`src/pmtl_pkg.sv`:
```
// Package of constants, register map and carrier types for the protection master trip logic.
// Functional notes
// - Protection inactive or master blocked: no element alarm, trip or trip command takes effect.
// - External block enabled: either block input asserted blocks all protection until both drop.
// - Permanent trip-command block suppresses all trip commands; alarms and trips continue.
// - External trip block enabled: trip commands suppressed while its input stays asserted.
// - Each element raises its alarm as soon as it sees its fault.
// - Element delay timer starts on alarm; trip only if fault persists at expiry.
// - General alarm is the OR of all contributing element alarms.
// - General trip is the OR of all contributing element trips.
// - Element trip command when general trip present and its command is unblocked.
// - Supervision-only elements have no trip command and never contribute one.
// - Phase collectives fed only by single-phase capable, non-supervision elements.
// - Each phase collective alarm is the OR of element alarms on that phase.
// - Each phase collective trip is the OR of element trips on that phase.
// - Count link transmission errors over 24 hours; warn when count exceeds maximum.
// - Peer pairing code must match; a mismatched peer gets no working connection.
// - Remote configuration access granted by default, denied when permission inactive; code also needs link enabled and code matched, link off at reset.
// - Protection link operates only while its enable setting is active.
package pmtl_pkg;

    localparam int NELEM = 4;
    localparam int DLYW = 16;

    // Register byte offsets.
    localparam logic [7:0] ADDR_CTRL = 8'h00;
    localparam logic [7:0] ADDR_SUPV = 8'h04;
    localparam logic [7:0] ADDR_PHCAP = 8'h08;
    localparam logic [7:0] ADDR_PAIR = 8'h0c;
    localparam logic [7:0] ADDR_ERRMAX = 8'h10;
    localparam logic [7:0] ADDR_STATUS = 8'h14;
    localparam logic [7:0] ADDR_IRQ_ST = 8'h18;
    localparam logic [7:0] ADDR_IRQ_MASK = 8'h1c;
    localparam logic [7:0] ADDR_ERRCNT = 8'h20;
    localparam logic [7:0] ADDR_PEER = 8'h24;
    localparam logic [7:0] ADDR_DLY0 = 8'h40;

    // Control register bit positions.
    localparam int CTRL_PROT_EN = 0;
    localparam int CTRL_EXT_BLK_EN = 1;
    localparam int CTRL_PERM_TCB = 2;
    localparam int CTRL_EXT_TCB_EN = 3;
    localparam int CTRL_LINK_EN = 4;
    localparam int CTRL_REMOTE_OK = 5;

    // Control reset: protection active, remote access permitted.
    localparam logic [5:0] CTRL_RST = 6'h21;
    localparam logic [7:0] PAIR_RST = 8'h00;
    localparam logic [15:0] ERRMAX_RST = 16'h000a;
    localparam logic [DLYW-1:0] DLY_RST = 16'h0064;

    // Interrupt status bits.
    localparam int IRQ_GEN_ALARM = 0;
    localparam int IRQ_GEN_TRIP = 1;
    localparam int IRQ_QUAL_WARN = 2;
    localparam int IRQ_PAIR_BAD = 3;
    localparam int NIRQ = 4;

    // Error counting window.
    localparam longint DAY_S = 64'd86400;
    localparam longint CLK_HZ = 64'd10000000;
    localparam longint DAY_CYC = DAY_S * CLK_HZ;

    typedef struct packed {
        logic [NELEM-1:0] alarm;
        logic [NELEM-1:0] trip;
        logic [NELEM-1:0] trip_cmd;
    } pmtl_elem_s;

    typedef struct packed {
        logic [2:0] alarm;
        logic [2:0] trip;
    } pmtl_phase_s;

endpackage

```
`src/pmtl_top.sv`:
```
// Protection master trip logic with APB registers and peer link supervision.
`timescale 1ns/10ps
`default_nettype none
module pmtl_top #(
    parameter int N = pmtl_pkg::NELEM,
    parameter longint DAY_CYCLES = pmtl_pkg::DAY_CYC
) (
    input wire logic i_mclk,                     // 10 MHz clock
    input wire logic i_rst,                      // Async reset, high
    input wire logic i_psel,                     // APB select
    input wire logic i_penable,                  // APB enable
    input wire logic i_pwrite,                   // APB write
    input wire logic [7:0] i_paddr,              // APB byte address
    input wire logic [31:0] i_pwdata,            // APB write data
    output logic [31:0] o_prdata,                // APB read data
    output logic o_pready,                       // APB ready
    output logic o_pslverr,                      // APB error
    input wire logic [N-1:0] i_fault,            // Element fault detect (pins)
    input wire logic [N-1:0] i_fault_l1,         // Element fault on phase one
    input wire logic [N-1:0] i_fault_l2,         // Element fault on phase two
    input wire logic [N-1:0] i_fault_l3,         // Element fault on phase three
    input wire logic i_external_block_input_one, // Protection block one
    input wire logic i_external_block_input_two, // Protection block two
    input wire logic i_external_trip_block_input, // Trip command block
    input wire logic i_link_err,                 // Link error event (pin)
    input wire logic [7:0] i_peer_pairing_code,  // Peer pairing code
    output logic [N-1:0] o_element_alarm,        // Element alarms
    output logic [N-1:0] o_element_trip,         // Element trips
    output logic [N-1:0] o_element_trip_command, // Element trip commands
    output logic o_general_alarm,                // General alarm
    output logic o_general_trip,                 // General trip
    output logic [2:0] o_phase_collective_alarm, // Per-phase alarms
    output logic [2:0] o_phase_collective_trip,  // Per-phase trips
    output logic o_link_active,                  // Peer link working
    output logic o_remote_access,                // Remote access granted
    output logic o_link_quality_warning,         // Daily error warning
    output logic o_irq                           // Interrupt
);
    import pmtl_pkg::*;

    // The element carrier structs are sized by the package, so N must match them.
    if (N != NELEM || DAY_CYCLES < 1) begin : g_bad_param
        $error("pmtl_top: N must equal NELEM and DAY_CYCLES must be positive");
    end

    // ------------------------------------------------------------
    // Input synchronisers
    // ------------------------------------------------------------
    localparam int SW = 4 * N + 4 + 8;
    logic [SW-1:0] sync1_ff;
    logic [SW-1:0] sync2_ff;
    logic [N-1:0] flt;
    logic [N-1:0] f1;
    logic [N-1:0] f2;
    logic [N-1:0] f3;
    logic eb1;
    logic eb2;
    logic etb;
    logic lerr;
    logic [7:0] peer_code;

    always_ff @(posedge i_mclk or posedge i_rst) begin
        if (i_rst) begin
            sync1_ff <= '0;
            sync2_ff <= '0;
        end else begin
            sync1_ff <= {i_fault, i_fault_l1, i_fault_l2, i_fault_l3, i_external_block_input_one,
                         i_external_block_input_two, i_external_trip_block_input, i_link_err,
                         i_peer_pairing_code};
            sync2_ff <= sync1_ff;
        end
    end
    assign {flt, f1, f2, f3, eb1, eb2, etb, lerr, peer_code} = sync2_ff;

    // ------------------------------------------------------------
    // Registers
    // ------------------------------------------------------------
    logic [5:0] ctrl_ff;
    logic [5:0] nxt_ctrl;
    logic [N-1:0] supv_ff;
    logic [N-1:0] nxt_supv;
    logic [N-1:0] phcap_ff;
    logic [N-1:0] nxt_phcap;
    logic [7:0] pair_ff;
    logic [7:0] nxt_pair;
    logic [15:0] errmax_ff;
    logic [15:0] nxt_errmax;
    logic [NIRQ-1:0] irq_st_ff;
    logic [NIRQ-1:0] nxt_irq_st;
    logic [NIRQ-1:0] irq_mask_ff;
    logic [NIRQ-1:0] nxt_irq_mask;
    logic [DLYW-1:0] dly_ff [N];
    logic [DLYW-1:0] nxt_dly [N];
    logic [31:0] prdata_ff;
    logic [31:0] nxt_prdata;
    logic pready_ff;
    logic nxt_pready;
    logic pslverr_ff;
    logic nxt_pslverr;
    logic [NIRQ-1:0] irq_evt;
    logic [31:0] status_word;
    logic [15:0] errcnt_ff;

    function automatic logic addr_ok(input logic [7:0] a, input int n);
        logic r;
        r = (a <= ADDR_PEER) || (a >= ADDR_DLY0 && a < ADDR_DLY0 + 8'(4 * n));
        return r && (a[1:0] == 2'b00);
    endfunction

    wire apb_acc = i_psel && i_penable && !pready_ff;
    wire wr = apb_acc && i_pwrite && addr_ok(i_paddr, N);
    wire rd = apb_acc && !i_pwrite && addr_ok(i_paddr, N);

    always_comb begin
        nxt_ctrl = ctrl_ff;
        nxt_supv = supv_ff;
        nxt_phcap = phcap_ff;
        nxt_pair = pair_ff;
        nxt_errmax = errmax_ff;
        nxt_irq_mask = irq_mask_ff;
        nxt_dly = dly_ff;
        nxt_pready = apb_acc;
        nxt_pslverr = apb_acc && !addr_ok(i_paddr, N);
        nxt_prdata = '0;
        if (wr) begin
            unique case (i_paddr)
                ADDR_CTRL: nxt_ctrl = i_pwdata[5:0];
                ADDR_SUPV: nxt_supv = i_pwdata[N-1:0];
                ADDR_PHCAP: nxt_phcap = i_pwdata[N-1:0];
                ADDR_PAIR: nxt_pair = i_pwdata[7:0];
                ADDR_ERRMAX: nxt_errmax = i_pwdata[15:0];
                ADDR_IRQ_MASK: nxt_irq_mask = i_pwdata[NIRQ-1:0];
                default: begin
                    for (int k = 0; k < N; k++) begin
                        if (i_paddr == ADDR_DLY0 + 8'(4 * k)) begin
                            nxt_dly[k] = i_pwdata[DLYW-1:0];
                        end
                    end
                end
            endcase
        end
        if (rd) begin
            unique case (i_paddr)
                ADDR_CTRL: nxt_prdata = 32'(ctrl_ff);
                ADDR_SUPV: nxt_prdata = 32'(supv_ff);
                ADDR_PHCAP: nxt_prdata = 32'(phcap_ff);
                ADDR_PAIR: nxt_prdata = 32'(pair_ff);
                ADDR_ERRMAX: nxt_prdata = 32'(errmax_ff);
                ADDR_STATUS: nxt_prdata = status_word;
                ADDR_IRQ_ST: nxt_prdata = 32'(irq_st_ff);
                ADDR_IRQ_MASK: nxt_prdata = 32'(irq_mask_ff);
                ADDR_ERRCNT: nxt_prdata = 32'(errcnt_ff);
                ADDR_PEER: nxt_prdata = 32'(peer_code);
                default: begin
                    for (int k = 0; k < N; k++) begin
                        if (i_paddr == ADDR_DLY0 + 8'(4 * k)) begin
                            nxt_prdata = 32'(dly_ff[k]);
                        end
                    end
                end
            endcase
        end
        // A read clears the status, but an event in the same cycle still sets.
        nxt_irq_st = ((rd && i_paddr == ADDR_IRQ_ST) ? '0 : irq_st_ff) | irq_evt;
    end

    always_ff @(posedge i_mclk or posedge i_rst) begin
        if (i_rst) begin
            ctrl_ff <= CTRL_RST;
            supv_ff <= '0;
            phcap_ff <= '0;
            pair_ff <= PAIR_RST;
            errmax_ff <= ERRMAX_RST;
            irq_st_ff <= '0;
            irq_mask_ff <= '0;
            for (int k = 0; k < N; k++) begin
                dly_ff[k] <= DLY_RST;
            end
            prdata_ff <= '0;
            pready_ff <= 1'b0;
            pslverr_ff <= 1'b0;
        end else begin
            ctrl_ff <= nxt_ctrl;
            supv_ff <= nxt_supv;
            phcap_ff <= nxt_phcap;
            pair_ff <= nxt_pair;
            errmax_ff <= nxt_errmax;
            irq_st_ff <= nxt_irq_st;
            irq_mask_ff <= nxt_irq_mask;
            dly_ff <= nxt_dly;
            prdata_ff <= nxt_prdata;
            pready_ff <= nxt_pready;
            pslverr_ff <= nxt_pslverr;
        end
    end

    // ------------------------------------------------------------
    // Blocking
    // ------------------------------------------------------------
    wire ext_blk = ctrl_ff[CTRL_EXT_BLK_EN] && (eb1 || eb2);
    wire prot_off = !ctrl_ff[CTRL_PROT_EN] || ext_blk;
    wire tcmd_blk = ctrl_ff[CTRL_PERM_TCB] || (ctrl_ff[CTRL_EXT_TCB_EN] && etb);

    // ------------------------------------------------------------
    // Protective elements
    // ------------------------------------------------------------
    logic [DLYW-1:0] tmr_ff [N];
    logic [DLYW-1:0] nxt_tmr [N];
    logic [N-1:0] trip_ff;
    logic [N-1:0] nxt_trip;
    pmtl_elem_s el_ff;
    pmtl_elem_s nxt_el;
    pmtl_phase_s ph_ff;
    pmtl_phase_s nxt_ph;
    logic gen_alarm_ff;
    logic gen_trip_ff;
    logic [N-1:0] alarm_c;
    logic [N-1:0] contrib;
    logic [N-1:0] phase_src;

    always_comb begin
        alarm_c = prot_off ? '0 : flt;
        contrib = ~supv_ff;
        phase_src = contrib & phcap_ff;
        nxt_tmr = tmr_ff;
        nxt_trip = '0;
        for (int k = 0; k < N; k++) begin
            if (!alarm_c[k]) begin
                nxt_tmr[k] = '0;
            end else if (tmr_ff[k] < dly_ff[k]) begin
                nxt_tmr[k] = tmr_ff[k] + 1'b1;
            end
            // Trip only once the delay has run with the fault still present.
            nxt_trip[k] = alarm_c[k] && (tmr_ff[k] >= dly_ff[k]);
        end
        nxt_el.alarm = alarm_c;
        nxt_el.trip = nxt_trip;
        nxt_el.trip_cmd = '0;
        // Collectives decode the same next values, so they change in the same cycle.
        nxt_ph.alarm = {|(alarm_c & phase_src & f3), |(alarm_c & phase_src & f2),
                        |(alarm_c & phase_src & f1)};
        nxt_ph.trip = {|(nxt_trip & phase_src & f3), |(nxt_trip & phase_src & f2),
                       |(nxt_trip & phase_src & f1)};
        if (|(nxt_trip & contrib) && !tcmd_blk) begin
            nxt_el.trip_cmd = nxt_trip & contrib;
        end
    end

    always_ff @(posedge i_mclk or posedge i_rst) begin
        if (i_rst) begin
            for (int k = 0; k < N; k++) begin
                tmr_ff[k] <= '0;
            end
            el_ff <= '0;
            ph_ff <= '0;
            gen_alarm_ff <= 1'b0;
            gen_trip_ff <= 1'b0;
        end else begin
            tmr_ff <= nxt_tmr;
            el_ff <= nxt_el;
            ph_ff <= nxt_ph;
            gen_alarm_ff <= |(nxt_el.alarm & contrib);
            gen_trip_ff <= |(nxt_trip & contrib);
        end
    end

    // ------------------------------------------------------------
    // Peer protection link supervision
    // ------------------------------------------------------------
    logic [63:0] day_ff;
    logic [63:0] nxt_day;
    logic [15:0] nxt_errcnt;
    logic warn_ff;
    logic nxt_warn;
    logic link_ff;
    logic lerr_d_ff;
    wire link_en = ctrl_ff[CTRL_LINK_EN];
    wire pair_ok = (peer_code == pair_ff);
    wire err_evt = link_en && lerr && !lerr_d_ff;

    always_comb begin
        nxt_day = day_ff + 64'd1;
        nxt_errcnt = errcnt_ff;
        nxt_warn = warn_ff;
        if (!link_en) begin
            nxt_day = '0;
            nxt_errcnt = '0;
            nxt_warn = 1'b0;
        end else if (day_ff >= 64'(DAY_CYCLES - 1)) begin
            nxt_day = '0;
            nxt_errcnt = '0;
            nxt_warn = 1'b0;
        end else if (err_evt && errcnt_ff != 16'hffff) begin
            nxt_errcnt = errcnt_ff + 16'd1;
        end
        if (nxt_errcnt > errmax_ff) begin
            nxt_warn = 1'b1;
        end
    end

    always_ff @(posedge i_mclk or posedge i_rst) begin
        if (i_rst) begin
            day_ff <= '0;
            errcnt_ff <= '0;
            warn_ff <= 1'b0;
            link_ff <= 1'b0;
            lerr_d_ff <= 1'b0;
        end else begin
            day_ff <= nxt_day;
            errcnt_ff <= nxt_errcnt;
            warn_ff <= nxt_warn;
            link_ff <= link_en && pair_ok;
            lerr_d_ff <= lerr;
        end
    end

    // ------------------------------------------------------------
    // Status and interrupt
    // ------------------------------------------------------------
    assign irq_evt = {link_en && !pair_ok, nxt_warn && !warn_ff,
                      |(nxt_trip & contrib) && !gen_trip_ff,
                      |(nxt_el.alarm & contrib) && !gen_alarm_ff};
    assign status_word = {26'h0, tcmd_blk, prot_off, warn_ff, link_ff, gen_trip_ff, gen_alarm_ff};

    logic irq_ff;
    logic remote_ff;
    always_ff @(posedge i_mclk or posedge i_rst) begin
        if (i_rst) begin
            irq_ff <= 1'b0;
            remote_ff <= 1'b0;
        end else begin
            irq_ff <= |(nxt_irq_st & irq_mask_ff);
            remote_ff <= ctrl_ff[CTRL_REMOTE_OK] && link_en && pair_ok;
        end
    end

    assign o_prdata = prdata_ff;
    assign o_pready = pready_ff;
    assign o_pslverr = pslverr_ff;
    assign o_element_alarm = el_ff.alarm;
    assign o_element_trip = el_ff.trip;
    assign o_element_trip_command = el_ff.trip_cmd;
    assign o_general_alarm = gen_alarm_ff;
    assign o_general_trip = gen_trip_ff;
    assign o_phase_collective_alarm = ph_ff.alarm;
    assign o_phase_collective_trip = ph_ff.trip;
    assign o_link_active = link_ff;
    assign o_remote_access = remote_ff;
    assign o_link_quality_warning = warn_ff;
    assign o_irq = irq_ff;

endmodule
`default_nettype wire

```
`config.mk`:
```
export PLATFORM = sky130hd
export DESIGN_NAME = pmtl_top
export DESIGN_NICKNAME = d
export VERILOG_FILES = /design/src/pmtl_pkg.sv /design/src/pmtl_top.sv
export SDC_FILE = /design/constraint.sdc
export NUM_CORES = 1
export LEC_CHECK = 0
export BUFFER_PORTS_ARGS = -buffer_cell sky130_fd_sc_hd__buf_2
export CORE_MARGIN = 2
export CORE_UTILIZATION = 42
export DETAILED_ROUTE_END_ITERATION = 8
export SYNTH_ARGS = -nofsm -noshare
export SYNTH_HDL_FRONTEND = slang
export SYNTH_SLANG_ARGS = --single-unit
```
`constraint.sdc`:
```
create_clock -name i_mclk -period 17 [get_ports i_mclk]
set_input_delay 3.4 -clock i_mclk [delete_from_list [all_inputs] [get_ports i_mclk]]
set_output_delay 3.4 -clock i_mclk [all_outputs]
set_load 0.01 [all_outputs]
```
==> impl_metrics.env <==
export IMPL_synth_top_area_share=0.495
export IMPL_synth_edf_count=0
export IMPL_dp_final_hpwl_mm=31.8
export IMPL_end_kind="flip-flop"
export IMPL_die_w_um=205
export IMPL_htree_levels=2
export IMPL_path_class="in2reg"
export IMPL_critPathLaunch="i_paddr[4]"
export IMPL_fp_dieH_um=205
export IMPL_grt_ovfl_total=0
export IMPL_synth_top_cell_by_area="dfrtp_1"
export IMPL_finalInstanceArea_um2=19500
export IMPL_synth_ff_type="dfrtp_1"
export IMPL_hp_class="reg2reg"
export IMPL_rsz0062_at_grt="no"
export IMPL_grt_usage=0.215
export IMPL_cp_start_kind="input port"
export IMPL_fin_crit_ps=6010
export IMPL_crit_arrival_ps=6450
export IMPL_synth_distinct_cells=71
export IMPL_grt_pass1_wl_mm=70.0
export IMPL_outcome="finished clean"
export IMPL_firstDrtPassIters=5
export IMPL_hold_depth=0
export IMPL_gp_routability_congestion=0.908
export IMPL_synthCells=1567
export IMPL_period_share=0.354
export IMPL_powerDensity_nw_per_um2=93.8
export IMPL_yosysWarnings=0
export IMPL_cts_tree="done"
export IMPL_tns_ps=0
export IMPL_p_leak_uw=0.00887
export IMPL_num_rows=73
export IMPL_ff2ff_path_depth=14
export IMPL_dpl_cell_area_um2=18100
export IMPL_initial_core_util=0.427
export IMPL_clock_sinks=353
export IMPL_synthArstFlopShare=1.00
export IMPL_cp_max_fo=16
export IMPL_fmaxAchievable_mhz=166
export IMPL_routed_wl_mm=44.1
export IMPL_hold_start="sync1_ff[21]"
export IMPL_synth_seq_area_share=0.519
export IMPL_fillers=3637
export IMPL_syn_area_um2=17100
export IMPL_cts_root_buf="clkbuf_16"
export IMPL_area_growth_pct=14.6
export IMPL_layout_drive_gt1_share=0.177
export IMPL_slew_headroom=0.221
export IMPL_nets=1852
export IMPL_grt_pass1_vias=12300
export IMPL_r2r_slack_ps=12010
export IMPL_power_uw=1830
export IMPL_io_pins=131
export IMPL_drc=0
export IMPL_core_area_um2=39900
export IMPL_wl_per_cell_um=19.6
export IMPL_ys_top_cells_by_count="dfrtp_1 (337), nor2_1 (138), inv_1 (104)"
export IMPL_path_clk_slew_ps=60
export IMPL_drv_slew=0
export IMPL_postLayoutCoreUtil=0.489
export IMPL_cts_hold_buf=0
export IMPL_synthTopCellsByArea="dfrtp_1 (49%), ha_1 (6.3%), mux2_2 (5.2%), xor2_1 (3.2%), nor2_1 (3.0%)"
export IMPL_die_area_um2=42200
export IMPL_setup_violations=0
export IMPL_grt_start_max_net_pins=136
export IMPL_post_cts_repair_setup_buffers=0
export IMPL_numCtsBuffers=40
export IMPL_clockBufferDepth=3
export IMPL_ant_nets=0
export IMPL_critical_path_required_ps=17430
export IMPL_cts_resized=0
export IMPL_antenna_found_initial=5
export IMPL_portBuffers=98
export IMPL_avgSynthCellArea_um2=10.9
export IMPL_cap_violations=0
export IMPL_clk_latency_ps=570
export IMPL_synth_seq_cells=353
export IMPL_drt_iter0_drc=919
export IMPL_hold_viol=0
export IMPL_holdPathEnd="sync2_ff[21]"
export IMPL_regToRegEndpoint="o_irq"
export IMPL_r2r_start="day_ff[1]"
export IMPL_ir_worst_vdd_mv=0.0683
export IMPL_yosys_cell_count_top_type="dfrtp_1"
export IMPL_vias_per_cell=5.57
export IMPL_worstMarginPinSlew_ps=1160
export IMPL_holdWs_ps=346
export IMPL_finClkSkew_ps=24.8
export IMPL_num_vias=12500
[sequential cells by signal, indices dropped and copies added (netlist names), 3 cells and up]
signal,cells
day_ff,64
dly_ff,64
tmr_ff,64
sync1_ff,28
sync2_ff,28
errcnt_ff,16
errmax_ff,16
o_prdata,16
pair_ff,8
ctrl_ff,6
irq_mask_ff,4
irq_st_ff,4
o_element_alarm,4
o_element_trip,4
o_element_trip_command,4
phcap_ff,4
supv_ff,4
o_phase_collective_alarm,3
o_phase_collective_trip,3
[routing by layer]
metal,share of wire,GRT usage,vias up,routed length (um)
met2,0.46,0.333,321,20100
met1,0.47,0.309,6279,20600
met4,0.019,0.0552,2,834
li1,-,-,5861,-
met3,0.058,0.0421,60,2580
met5,0.00029,0,-,13
[power breakdown]
group          internal, uW  leakage (uW)  total, uW  switching [uW]
Combinational          12.6       0.00364       54.2            41.6
Sequential              854       0.00454        859            5.68
Clock                   561      0.000680        918             357
Total                  1430       0.00887       1830             404
[metrics by stage]
step,setup slack (ps),std cells
2_1_floorplan,3830,1606
3_3_place_gp,10490,2176
3_5_place_dp,10420,2176
4_1_cts,11010,2246
5_1_grt,10890,2247
6_report,10990,2249
[critical path: stages]
cell and delay, ps:
buf_2 140, nor3_2 170, o21ai_1 110, or3_1 460, or4_1 770, nor3_4 950, mux2_2 420
[placed cells by master (no fill, tap or decap), drive strengths merged, types with 11 or more instances in the layout]
master	count
xnor2	35
nor2	139
nor4	17
o21ai	50
buf	114
a21o	11
mux2	88
inv	104
dfrtp	337
nand4	53
a22o	12
or3	17
a221oi	27
xor2	63
ha	86
clkbuf	51
or4	14
a22oi	26
nor3	24
conb	40
nand2	87
a21oi	51
dfstp	16
and3	37
and4	15
nand3	76
[cell families after synthesis]
family / share of synthesized area
AO/OA/AOI/OAI: 0.102
XOR/XNOR: 0.0503
adder cells (fa/ha/maj): 0.0631
buffers and inverters: 0.0445
flip-flops: 0.519
multiplexers: 0.0627
other: 0.000220
AND/OR/NAND/NOR: 0.158
[area by class of cell]
type | instances | area, um^2 | area share
repair buffers | 114 | 611 | 0.0313
clock buffers | 51 | 1120 | 0.0575
clock inverters | 19 | 294 | 0.0150
flip-flops and latches | 353 | 8850 | 0.453
well taps | 525 | 657 | 0.0336
diodes | 3 | 7.51 | 0.000384
inverters | 104 | 398 | 0.0204
multi-input cells | 1080 | 7590 | 0.389
[how the worst max path moves through the flow]
| stage | to | slack (ps) | cells after the start |
|---|---|---|---|
| after floorplan | ctrl_ff[1] | 3830 | 1 |
| after global placement | dly_ff[45] | 10490 | 7 |
| after detailed placement | dly_ff[42] | 10420 | 7 |
| after CTS | dly_ff[42] | 11010 | 7 |
| after global routing | dly_ff[42] | 10890 | 7 |
| final | dly_ff[47] | 10990 | 7 |
(Power assumes the default switching activity.)
